File: src/spp_pkg.sv
package spp_pkg;

  // ----------------------------------------------------------------
  // Serial frame
  // ----------------------------------------------------------------
  localparam int         PTR_W         = 22;
  localparam int         BUF_DEPTH_DEF = 8;
  localparam logic [4:0] CNT_CMD_LAST  = 5'h03;
  localparam logic [4:0] CNT_MID_LAST  = 5'h0B;
  localparam logic [4:0] CNT_OUT_BASE  = 5'h0C;
  localparam logic [4:0] CNT_LAST      = 5'h13;

  localparam logic [3:0] CMD_CORE        = 4'h0;
  localparam logic [3:0] CMD_READ_INC    = 4'h9;
  localparam logic [3:0] CMD_WRITE_NOINC = 4'hC;
  localparam logic [3:0] CMD_WRITE_INC   = 4'hD;
  localparam logic [3:0] CMD_WRITE_PROG  = 4'hF;

  // ----------------------------------------------------------------
  // Core instructions understood by the port
  // ----------------------------------------------------------------
  localparam logic [7:0]  OPC_MOVLW    = 8'h0E;
  localparam logic [7:0]  OPC_GOTO     = 8'hEF;
  localparam logic [3:0]  OPC_GOTO_2ND = 4'hF;
  localparam logic [15:0] INS_WR_TPU   = 16'h6EF8;
  localparam logic [15:0] INS_WR_TPH   = 16'h6EF7;
  localparam logic [15:0] INS_WR_TPL   = 16'h6EF6;
  localparam logic [15:0] INS_INC_TPL  = 16'h2AF6;
  localparam logic [15:0] INS_SET_PGM  = 16'h8EA6;
  localparam logic [15:0] INS_SET_CFG  = 16'h8CA6;
  localparam logic [15:0] INS_CLR_PGM  = 16'h9EA6;
  localparam logic [15:0] INS_CLR_CFG  = 16'h9CA6;

  // ----------------------------------------------------------------
  // Address map
  // ----------------------------------------------------------------
  localparam logic [PTR_W-1:0] BOOT_LO        = 22'h000000;
  localparam logic [PTR_W-1:0] BOOT_HI        = 22'h0007FF;
  localparam logic [PTR_W-1:0] ID_LO          = 22'h200000;
  localparam logic [PTR_W-1:0] ID_HI          = 22'h200007;
  localparam logic [PTR_W-1:0] CFG_LO         = 22'h300000;
  localparam logic [PTR_W-1:0] CFG_HI         = 22'h30000F;
  localparam logic [PTR_W-1:0] CODE_PROT_ADDR = 22'h300008;
  localparam logic [PTR_W-1:0] CFG6H_ADDR     = 22'h30000B;
  localparam logic [PTR_W-1:0] SINGLE_PANEL   = 22'h3C0006;
  localparam logic [PTR_W-1:0] PROT_LIMIT     = 22'h100000;
  localparam int               CFG_WP_BIT     = 5;
  localparam logic [7:0]       BYTE_ERASED    = 8'hFF;
  localparam logic [7:0]       BYTE_ZERO      = 8'h00;

  // ----------------------------------------------------------------
  // Register port
  // ----------------------------------------------------------------
  localparam logic [3:0]  REG_CTRL     = 4'h0;
  localparam logic [3:0]  REG_PTR      = 4'h4;
  localparam logic [3:0]  REG_STAT     = 4'h8;
  localparam logic [31:0] CTRL_RST     = 32'h00000001;
  localparam int          CTRL_EN_BIT  = 0;
  localparam int          STAT_SINGLE  = 0;
  localparam int          STAT_WP      = 1;
  localparam int          STAT_BLOCK   = 2;
  localparam int          STAT_BUSY    = 3;
  localparam int          STAT_CFG     = 4;

  typedef enum logic [2:0] {
    SPP_IDLE  = 3'b001,
    SPP_FETCH = 3'b010,
    SPP_PROG  = 3'b100
  } spp_state_type;

  function automatic logic spp_in_range(input logic [PTR_W-1:0] a,
                                        input logic [PTR_W-1:0] lo,
                                        input logic [PTR_W-1:0] hi);
    return (a >= lo) && (a <= hi);
  endfunction : spp_in_range

endpackage : spp_pkg

File: src/spp_pin_sync.sv
`timescale 1ns/1ns
module spp_pin_sync
  import spp_pkg::*;
(
  input  wire logic ref_clk,
  input  wire logic reset_n,
  input  wire logic clk_pin,
  input  wire logic data_pin,
  output logic      clk_rise,
  output logic      clk_fall,
  output logic      data_level
);

  logic clk_s1_ff;
  logic clk_s2_ff;
  logic clk_s3_ff;
  logic data_s1_ff;
  logic data_s2_ff;

  // Edges are taken only from the second stage and its delayed copy
  always_ff @(posedge ref_clk or negedge reset_n) begin
    if (!reset_n) begin
      clk_s1_ff  <= 1'b0;
      clk_s2_ff  <= 1'b0;
      clk_s3_ff  <= 1'b0;
      data_s1_ff <= 1'b0;
      data_s2_ff <= 1'b0;
    end else begin
      clk_s1_ff  <= clk_pin;
      clk_s2_ff  <= clk_s1_ff;
      clk_s3_ff  <= clk_s2_ff;
      data_s1_ff <= data_pin;
      data_s2_ff <= data_s1_ff;
    end
  end

  assign clk_rise   = clk_s2_ff & ~clk_s3_ff;
  assign clk_fall   = ~clk_s2_ff & clk_s3_ff;
  assign data_level = data_s2_ff;

endmodule : spp_pin_sync

File: src/spp_serial_port.sv
// The implementer's own choices: the register offsets and the strobed register port.
`timescale 1ns/1ns
module spp_serial_port
  import spp_pkg::*;
#(
  parameter int BUF_DEPTH = BUF_DEPTH_DEF
)
(
  input  wire logic             ref_clk,
  input  wire logic             reset_n,
  input  wire logic             program_serial_clock,
  input  wire logic             program_serial_data_in,
  output logic                  program_serial_data_out,
  output logic                  program_serial_data_oe,
  output logic [PTR_W-1:0]      mem_addr,
  output logic                  mem_rd,
  input  wire logic [7:0]       mem_rdata,
  output logic                  mem_wr,
  output logic [7:0]            mem_wdata,
  input  wire logic [3:0]       reg_addr,
  input  wire logic [31:0]      reg_wdata,
  input  wire logic             reg_wr,
  input  wire logic             reg_rd,
  output logic [31:0]           reg_rdata
);

  localparam int BUF_AW = $clog2(BUF_DEPTH);

  generate
    if (BUF_DEPTH < 2 || BUF_DEPTH > 256 || (BUF_DEPTH & (BUF_DEPTH - 1)) != 0) begin : g_chk
      $error("BUF_DEPTH must be a power of two from 2 to 256");
    end
  endgenerate

  logic                 clk_rise;
  logic                 clk_fall;
  logic                 data_lvl;
  logic [4:0]           cnt_ff;
  logic [3:0]           cmd_sr_ff;
  logic [3:0]           cmd_ff;
  logic [15:0]          op_sr_ff;
  logic [31:0]          ctrl_ff;
  logic [7:0]           w_ff;
  logic [PTR_W-1:0]     tp_ff;
  logic [PTR_W-1:0]     pc_ff;
  logic [7:0]           goto_lo_ff;
  logic                 goto_pend_ff;
  logic                 pgm_sel_ff;
  logic                 cfg_sel_ff;
  logic                 single_panel_ff;
  logic                 cfg_wp_ff;
  logic                 wr_block_ff;
  logic [7:0]           latch_ff;
  logic [7:0]           buf_mem [BUF_DEPTH];
  logic [BUF_AW-1:0]    prog_idx_ff;
  logic [PTR_W-1:0]     prog_base_ff;
  spp_state_type        state_ff;
  logic                 mem_rd_ff;
  logic                 mem_wr_ff;
  logic [PTR_W-1:0]     mem_addr_ff;
  logic [7:0]           mem_wdata_ff;
  logic                 out_ff;
  logic                 oe_ff;
  logic [31:0]          reg_rdata_ff;

  logic                 port_en;
  logic [3:0]           cmd_word;
  logic [15:0]          op_word;
  logic                 cmd_cap;
  logic                 op_done;
  logic                 is_core;
  logic                 tw_go;
  logic                 cfg_try;
  logic                 cfg_go;
  logic                 prog_go;
  logic                 rd_go;
  logic [7:0]           sel_byte;
  logic [BUF_AW-1:0]    buf_idx;
  logic [PTR_W-1:0]     panel_base;
  logic [4:0]           out_pos;

  spp_pin_sync u_sync (
    .ref_clk    (ref_clk),
    .reset_n    (reset_n),
    .clk_pin    (program_serial_clock),
    .data_pin   (program_serial_data_in),
    .clk_rise   (clk_rise),
    .clk_fall   (clk_fall),
    .data_level (data_lvl)
  );

  // ----------------------------------------------------------------
  // Serial framing: 4 command bits then 16 operand bits
  // ----------------------------------------------------------------
  assign port_en  = ctrl_ff[CTRL_EN_BIT];
  assign cmd_word = {data_lvl, cmd_sr_ff[3:1]};
  assign op_word  = {data_lvl, op_sr_ff[15:1]};
  assign cmd_cap  = port_en & clk_fall & (cnt_ff == CNT_CMD_LAST);
  assign op_done  = port_en & clk_fall & (cnt_ff == CNT_LAST);

  always_ff @(posedge ref_clk or negedge reset_n) begin
    if (!reset_n) begin
      cnt_ff <= 5'h00;
    end else if (!port_en) begin
      cnt_ff <= 5'h00;
    end else if (clk_fall) begin
      cnt_ff <= (cnt_ff == CNT_LAST) ? 5'h00 : cnt_ff + 5'h01;
    end
  end

  always_ff @(posedge ref_clk or negedge reset_n) begin
    if (!reset_n) begin
      cmd_sr_ff <= 4'h0;
      cmd_ff    <= CMD_CORE;
      op_sr_ff  <= 16'h0000;
    end else if (port_en && clk_fall) begin
      if (cnt_ff <= CNT_CMD_LAST) begin
        cmd_sr_ff <= cmd_word;
      end else begin
        op_sr_ff <= op_word;
      end
      if (cmd_cap) begin
        cmd_ff <= cmd_word;
      end
    end
  end

  // ----------------------------------------------------------------
  // Command decode
  // ----------------------------------------------------------------
  assign is_core    = op_done && (cmd_ff == CMD_CORE);
  assign sel_byte   = tp_ff[0] ? op_word[15:8] : op_word[7:0];
  assign buf_idx    = tp_ff[BUF_AW-1:0];
  assign panel_base = tp_ff & ~PTR_W'(BUF_DEPTH - 1);
  assign tw_go      = op_done && !wr_block_ff && (state_ff == SPP_IDLE) &&
                      ((cmd_ff == CMD_WRITE_INC) || (cmd_ff == CMD_WRITE_NOINC) ||
                       (cmd_ff == CMD_WRITE_PROG));
  assign cfg_try    = tw_go && (cmd_ff == CMD_WRITE_PROG) && cfg_sel_ff;
  assign cfg_go     = cfg_try && !cfg_wp_ff && spp_in_range(tp_ff, CFG_LO, CFG_HI);
  // Only the boot block and ID panels accept programming here
  assign prog_go    = tw_go && (cmd_ff == CMD_WRITE_PROG) && !cfg_sel_ff &&
                      single_panel_ff &&
                      (spp_in_range(panel_base, BOOT_LO, BOOT_HI) ||
                       spp_in_range(panel_base, ID_LO, ID_HI));
  assign rd_go      = cmd_cap && (cmd_word == CMD_READ_INC) && (state_ff == SPP_IDLE);

  // ----------------------------------------------------------------
  // Core registers reached through command 0000
  // ----------------------------------------------------------------
  always_ff @(posedge ref_clk or negedge reset_n) begin
    if (!reset_n) begin
      w_ff         <= BYTE_ZERO;
      pc_ff        <= BOOT_LO;
      goto_lo_ff   <= BYTE_ZERO;
      goto_pend_ff <= 1'b0;
      pgm_sel_ff   <= 1'b0;
      cfg_sel_ff   <= 1'b0;
    end else if (is_core) begin
      goto_pend_ff <= 1'b0;
      if (goto_pend_ff && op_word[15:12] == OPC_GOTO_2ND) begin
        pc_ff <= {1'b0, op_word[11:0], goto_lo_ff, 1'b0};
      end else if (op_word[15:8] == OPC_GOTO) begin
        goto_lo_ff   <= op_word[7:0];
        goto_pend_ff <= 1'b1;
      end else if (op_word[15:8] == OPC_MOVLW) begin
        w_ff <= op_word[7:0];
      end
      case (op_word)
        INS_SET_PGM: pgm_sel_ff <= 1'b1;
        INS_CLR_PGM: pgm_sel_ff <= 1'b0;
        INS_SET_CFG: cfg_sel_ff <= 1'b1;
        INS_CLR_CFG: cfg_sel_ff <= 1'b0;
        default:     pgm_sel_ff <= pgm_sel_ff;
      endcase
    end
  end

  // Table pointer: core moves, read post-increment, buffered write +2
  always_ff @(posedge ref_clk or negedge reset_n) begin
    if (!reset_n) begin
      tp_ff <= BOOT_LO;
    end else if (rd_go) begin
      tp_ff <= tp_ff + PTR_W'(1);
    end else if (tw_go && cmd_ff == CMD_WRITE_INC) begin
      tp_ff <= tp_ff + PTR_W'(2);
    end else if (is_core) begin
      case (op_word)
        INS_WR_TPU:  tp_ff[21:16] <= w_ff[5:0];
        INS_WR_TPH:  tp_ff[15:8]  <= w_ff;
        INS_WR_TPL:  tp_ff[7:0]   <= w_ff;
        INS_INC_TPL: tp_ff[7:0]   <= tp_ff[7:0] + 8'h01;
        default:     tp_ff        <= tp_ff;
      endcase
    end
  end

  // ----------------------------------------------------------------
  // Write buffer and protection state
  // ----------------------------------------------------------------
  always_ff @(posedge ref_clk) begin
    if (tw_go && !cfg_sel_ff) begin
      buf_mem[buf_idx]                 <= op_word[7:0];
      buf_mem[buf_idx + BUF_AW'(1)]    <= op_word[15:8];
    end
  end

  always_ff @(posedge ref_clk or negedge reset_n) begin
    if (!reset_n) begin
      single_panel_ff <= 1'b0;
      cfg_wp_ff       <= 1'b0;
      wr_block_ff     <= 1'b0;
    end else begin
      if (tw_go && cmd_ff == CMD_WRITE_NOINC && tp_ff == SINGLE_PANEL) begin
        single_panel_ff <= (sel_byte == BYTE_ZERO);
      end
      if (cfg_go && tp_ff == CFG6H_ADDR && !sel_byte[CFG_WP_BIT]) begin
        cfg_wp_ff <= 1'b1;
      end
      // Protection landing on the running code locks out table writes
      if (cfg_go && tp_ff == CODE_PROT_ADDR && sel_byte != BYTE_ERASED &&
          pc_ff < PROT_LIMIT) begin
        wr_block_ff <= 1'b1;
      end
    end
  end

  // ----------------------------------------------------------------
  // Memory port sequencer
  // ----------------------------------------------------------------
  always_ff @(posedge ref_clk or negedge reset_n) begin
    if (!reset_n) begin
      state_ff     <= SPP_IDLE;
      mem_rd_ff    <= 1'b0;
      mem_wr_ff    <= 1'b0;
      mem_addr_ff  <= BOOT_LO;
      mem_wdata_ff <= BYTE_ZERO;
      latch_ff     <= BYTE_ZERO;
      prog_idx_ff  <= '0;
      prog_base_ff <= BOOT_LO;
    end else begin
      mem_rd_ff <= 1'b0;
      mem_wr_ff <= 1'b0;
      case (state_ff)
        SPP_IDLE: begin
          if (rd_go) begin
            mem_rd_ff   <= 1'b1;
            mem_addr_ff <= tp_ff;
            state_ff    <= SPP_FETCH;
          end else if (cfg_go) begin
            mem_wr_ff    <= 1'b1;
            mem_addr_ff  <= tp_ff;
            mem_wdata_ff <= sel_byte;
          end else if (prog_go) begin
            prog_base_ff <= panel_base;
            prog_idx_ff  <= '0;
            state_ff     <= SPP_PROG;
          end
        end
        SPP_FETCH: begin
          // Read data is valid the cycle after the strobe
          if (!mem_rd_ff) begin
            latch_ff <= mem_rdata;
            state_ff <= SPP_IDLE;
          end
        end
        SPP_PROG: begin
          mem_wr_ff    <= 1'b1;
          mem_addr_ff  <= prog_base_ff | PTR_W'(prog_idx_ff);
          mem_wdata_ff <= buf_mem[prog_idx_ff];
          prog_idx_ff  <= prog_idx_ff + BUF_AW'(1);
          if (prog_idx_ff == BUF_AW'(BUF_DEPTH - 1)) begin
            state_ff <= SPP_IDLE;
          end
        end
        default: state_ff <= SPP_IDLE;
      endcase
    end
  end

  // ----------------------------------------------------------------
  // Data pin turnaround and shift-out
  // ----------------------------------------------------------------
  assign out_pos = cnt_ff - CNT_OUT_BASE;

  always_ff @(posedge ref_clk or negedge reset_n) begin
    if (!reset_n) begin
      oe_ff  <= 1'b0;
      out_ff <= 1'b0;
    end else if (!port_en) begin
      oe_ff <= 1'b0;
    end else if (clk_fall && cnt_ff == CNT_MID_LAST && cmd_ff == CMD_READ_INC) begin
      oe_ff  <= 1'b1;
      out_ff <= latch_ff[0];
    end else if (op_done) begin
      oe_ff <= 1'b0;
    end else if (clk_rise && oe_ff && cnt_ff >= CNT_OUT_BASE) begin
      out_ff <= latch_ff[out_pos[2:0]];
    end
  end

  // ----------------------------------------------------------------
  // Register port
  // ----------------------------------------------------------------
  always_ff @(posedge ref_clk or negedge reset_n) begin
    if (!reset_n) begin
      ctrl_ff <= CTRL_RST;
    end else if (reg_wr && reg_addr == REG_CTRL) begin
      ctrl_ff <= reg_wdata;
    end
  end

  always_ff @(posedge ref_clk or negedge reset_n) begin
    if (!reset_n) begin
      reg_rdata_ff <= 32'h00000000;
    end else if (reg_rd) begin
      case (reg_addr)
        REG_CTRL: reg_rdata_ff <= ctrl_ff;
        REG_PTR:  reg_rdata_ff <= 32'(tp_ff);
        REG_STAT: reg_rdata_ff <= {27'h0000000, cfg_sel_ff, state_ff != SPP_IDLE,
                                   wr_block_ff, cfg_wp_ff, single_panel_ff};
        default:  reg_rdata_ff <= 32'h00000000;
      endcase
    end else begin
      reg_rdata_ff <= 32'h00000000;
    end
  end

  assign program_serial_data_out = out_ff;
  assign program_serial_data_oe  = oe_ff;
  assign mem_addr                = mem_addr_ff;
  assign mem_rd                  = mem_rd_ff;
  assign mem_wr                  = mem_wr_ff;
  assign mem_wdata               = mem_wdata_ff;
  assign reg_rdata               = reg_rdata_ff;
endmodule : spp_serial_port

File: config.mk
export PLATFORM = sky130hd
export DESIGN_NAME = spp_serial_port
export DESIGN_NICKNAME = d
export VERILOG_FILES = /design/src/spp_pkg.sv /design/src/spp_pin_sync.sv /design/src/spp_serial_port.sv
export SDC_FILE = /design/constraint.sdc
export NUM_CORES = 1
export LEC_CHECK = 0
export ABC_AREA = 1
export BUFFER_PORTS_ARGS = -buffer_cell sky130_fd_sc_hd__buf_2
export CAP_MARGIN = 10
export CORE_UTILIZATION = 35
export DETAILED_ROUTE_END_ITERATION = 10
export PLACE_DENSITY = 0.54
export SLEW_MARGIN = 0
export SYNTH_ARGS = -nofsm -noshare
export SYNTH_HDL_FRONTEND = slang
export SYNTH_SLANG_ARGS = --single-unit
File: constraint.sdc
create_clock -name ref_clk -period 6.7 [get_ports ref_clk]
set_input_delay 1.34 -clock ref_clk [delete_from_list [all_inputs] [get_ports ref_clk]]
set_output_delay 1.34 -clock ref_clk [all_outputs]
set_load 0.03 [all_outputs]
==> flow_summary.json <==
{
  "outcome": "complete, no violations",
  "synthCells": 1705,
  "start_util": 0.3585,
  "leakage_nw": 7.284,
  "drive_above_1_share": 0.1269,
  "hold_violations": 0,
  "fin_crit_sh": 0.4958,
  "syn_area_um2": 13630,
  "setup_viol": 0,
  "cts_buffer_depth": 3,
  "core_region_area_um2": 38020,
  "yosysSeqAreaShare": 0.5065,
  "drt-initial-drc-count": 872,
  "dieWidth_um": 199.3,
  "hp-class": "reg -> reg",
  "fin_nets": 1834,
  "ys_types": 39,
  "clkSinkCount": 263,
  "yosys-top-cells-area": "dfrtp_1, edfxtp_1, nand2_1",
  "grtUsageTotal": 0.2029,
  "cts_made_buffers": 30,
  "max_slew_margin": 0.3530,
  "cts_setup_buffers": 0,
  "place.gp.congestion": 0.8852,
  "path_class": "reg -> reg",
  "worstSkewPairLatency_ns": 0.57,
  "syn_nets": 1766,
  "arrival_ns": 3.51,
  "antennaDiodeCount": 0,
  "irDropWorstVdd_v": 0.0002065,
  "grt_max_degree": 108,
  "crit_required_ns": 6.89,
  "power_density_nw_per_um2": 241.1,
  "yosysWarnings": 0,
  "h-tree-depth": 1,
  "root_buffer": "clkbuf_16",
  "final_area_um2": 15530,
  "worst_setup_path_end_kind": "flip-flop",
  "grt_pass1_wl_um": 62610,
  "antenna_found_initial": 1,
  "cts_tree": "built",
  "globalRouteOverflowTotal": 0,
  "worstMarginPinSlew_ns": 0.9706,
  "vias": 11770,
  "async_flop_share": 0.7567,
  "ios": 116,
  "die_area_um2": 39740,
  "crit_fanout": 25,
  "first_global_vias": 11070,
  "drc": 0,
  "cts_resized": 0,
  "fin_skew_ns": 0.01579,
  "drt_wl_total_um": 39600,
  "rsz0062_at_grt": "no",
  "dr.pass1.iters": 5,
  "area_delta_synth_final_pct": 13.96,
  "vias_per_cell": 5.097,
  "maxCapViolations": 0,
  "yosys.area.top_type_share": 0.3617,
  "row_count": 71,
  "setup_tns_ns": 0,
  "postSynthRegisterBits": 263,
  "ant_nets": 0,
  "clk_pin_slew_ns": 0.06,
  "fmaxAchievable_mhz": 301.1,
  "dieHeight_um": 199.3,
  "yosysTopAreaCell": "dfrtp_1",
  "syn_area_per_cell_um2": 7.994,
  "synthFlopType": "dfrtp_1",
  "whs_ns": 0.3483,
  "dpl_worst_slack_ns": 3.063,
  "period_needed_ns": 3.322,
  "fin_ws_ns": 3.378,
  "io_buffer_count": 115,
  "drv_slew": 0,
  "post-dp-hpwl_um": 27760,
  "wire_per_inst_um": 17.16,
  "placed_area_um2": 14510,
  "fill_cells": 3961,
  "synth_edf_count": 64,
  "cts_hold_buf": 0,
  "worst_setup_path_start_kind": "flip-flop"
}
==> sequential cells by signal, indices dropped and copies added, names as in the netlist, 15 cells and up <==
| register | flops |
|---|---|
| ctrl_ff | 32 |
| tp_ff | 22 |
| op_sr_ff | 15 |
| buf_mem | 64 |
| prog_base_ff | 19 |
| mem_addr | 22 |
| reg_rdata | 32 |
==> power breakdown <==
group / switching (mW) / internal (mW)
logic: 0.167 / 0.0892
registers: 0.101 / 1.72
clock network: 0.679 / 0.987
total: 0.947 / 2.80
==> worst max-delay path, cell delays in order (launching register included) <==
cell and delay, ns:
dfrtp_1 0.86, inv_1 0.46, ha_1 0.47, nor2_1 0.19, inv_1 0.21, o22ai_1 0.76
==> worst paths after layout <==
path | from | endpoint | slack [ns] | depth (start not counted)
max | tp_ff[0] | buf_mem[5][3] | 3.38 | 5
min | u_sync.clk_s1_ff | u_sync.clk_s2_ff | 0.35 | 0
max reg2reg | tp_ff[0] | buf_mem[5][3] | 3.38 | 5
min reg2reg | u_sync.clk_s1_ff | u_sync.clk_s2_ff | 0.35 | 0
max in group asynchronous | reset_n | prog_idx_ff[2] | 4.76 | 2
min in group asynchronous | reset_n | reg_rdata[26] | 0.84 | 1
==> layer usage <==
layer	global-route usage	vias to the layer above	wire length [um]
met5	0	-	0
met2	0.3057	366	17300
met4	0.04580	0	695
met3	0.03460	51	2673
met1	0.3018	5615	18930
li1	-	5733	-
==> Yosys cell counts (2+ instances only) <==
cell / instances
mux2_2: 21
nand2_2: 5
o221ai_1: 3
edfxtp_1: 64
o22ai_1: 27
xor2_1: 15
nor2_4: 5
nor2_2: 3
o21bai_1: 2
buf_2: 19
o21ai_1: 58
nand3_1: 110
nand4_1: 43
nand2_1: 501
inv_1: 139
buf_1: 4
nand2_4: 2
dfrtp_1: 197
nor3_1: 12
ha_1: 11
inv_2: 7
nor2_8: 6
buf_4: 4
clkinv_1: 4
o211ai_1: 11
clkbuf_1: 53
nor2_1: 178
buf_6: 7
o21ai_0: 147
a21oi_1: 37
dfstp_2: 2
==> cell usage in the layout (no fill, tap or decap), drive strengths merged <==
cell,instances
clkinvlp,1
o21bai,2
or4,1
dfstp,2
nor3,12
a32oi,1
dfrtp,197
clkinv,9
o21ai,205
or2,2
a21oi,37
nor4,1
o22ai,27
edfxtp,64
ha,11
mux2,21
xor2,15
o21a,1
inv,147
nor2,192
clkbuf,51
o221ai,3
nand3,111
buf,121
and2,1
nand4,43
o211ai,11
nand2,508
==> metrics by stage <==
step,util,power (mW),cells
after floorplan,-,1.991,1705
after global placement,0.3815,2.099,2251
after detailed placement,0.3815,2.107,2251
after CTS,0.4084,3.781,2307
after global routing,0.4085,3.890,2308
final,0.4085,3.744,2308
==> logic make-up after synthesis <==
| logic type | synth area share |
|---|---|
| muxes | 0.01735 |
| xor gates and xnor gates | 0.009639 |
| DFF | 0.5065 |
| adders and majority gates | 0.01010 |
| AOI/OAI and AO/OA | 0.1115 |
| buffers and inverters | 0.07197 |
| and+or+nand+nor | 0.2729 |
==> area by class of cell <==
| type | instances | area [um^2] | share of cell area |
|---|---|---|---|
| clock buffer | 49 | 973.4 | 0.06267 |
| clock inverter | 7 | 46.29 | 0.002980 |
| inverter | 150 | 563.0 | 0.03625 |
| multi-input combinational | 1205 | 5751 | 0.3702 |
| sequential | 263 | 6904 | 0.4445 |
| tap | 511 | 639.4 | 0.04116 |
| timing repair buffer | 123 | 656.9 | 0.04229 |
No activity file was read; power rests on OpenSTA's default activity.
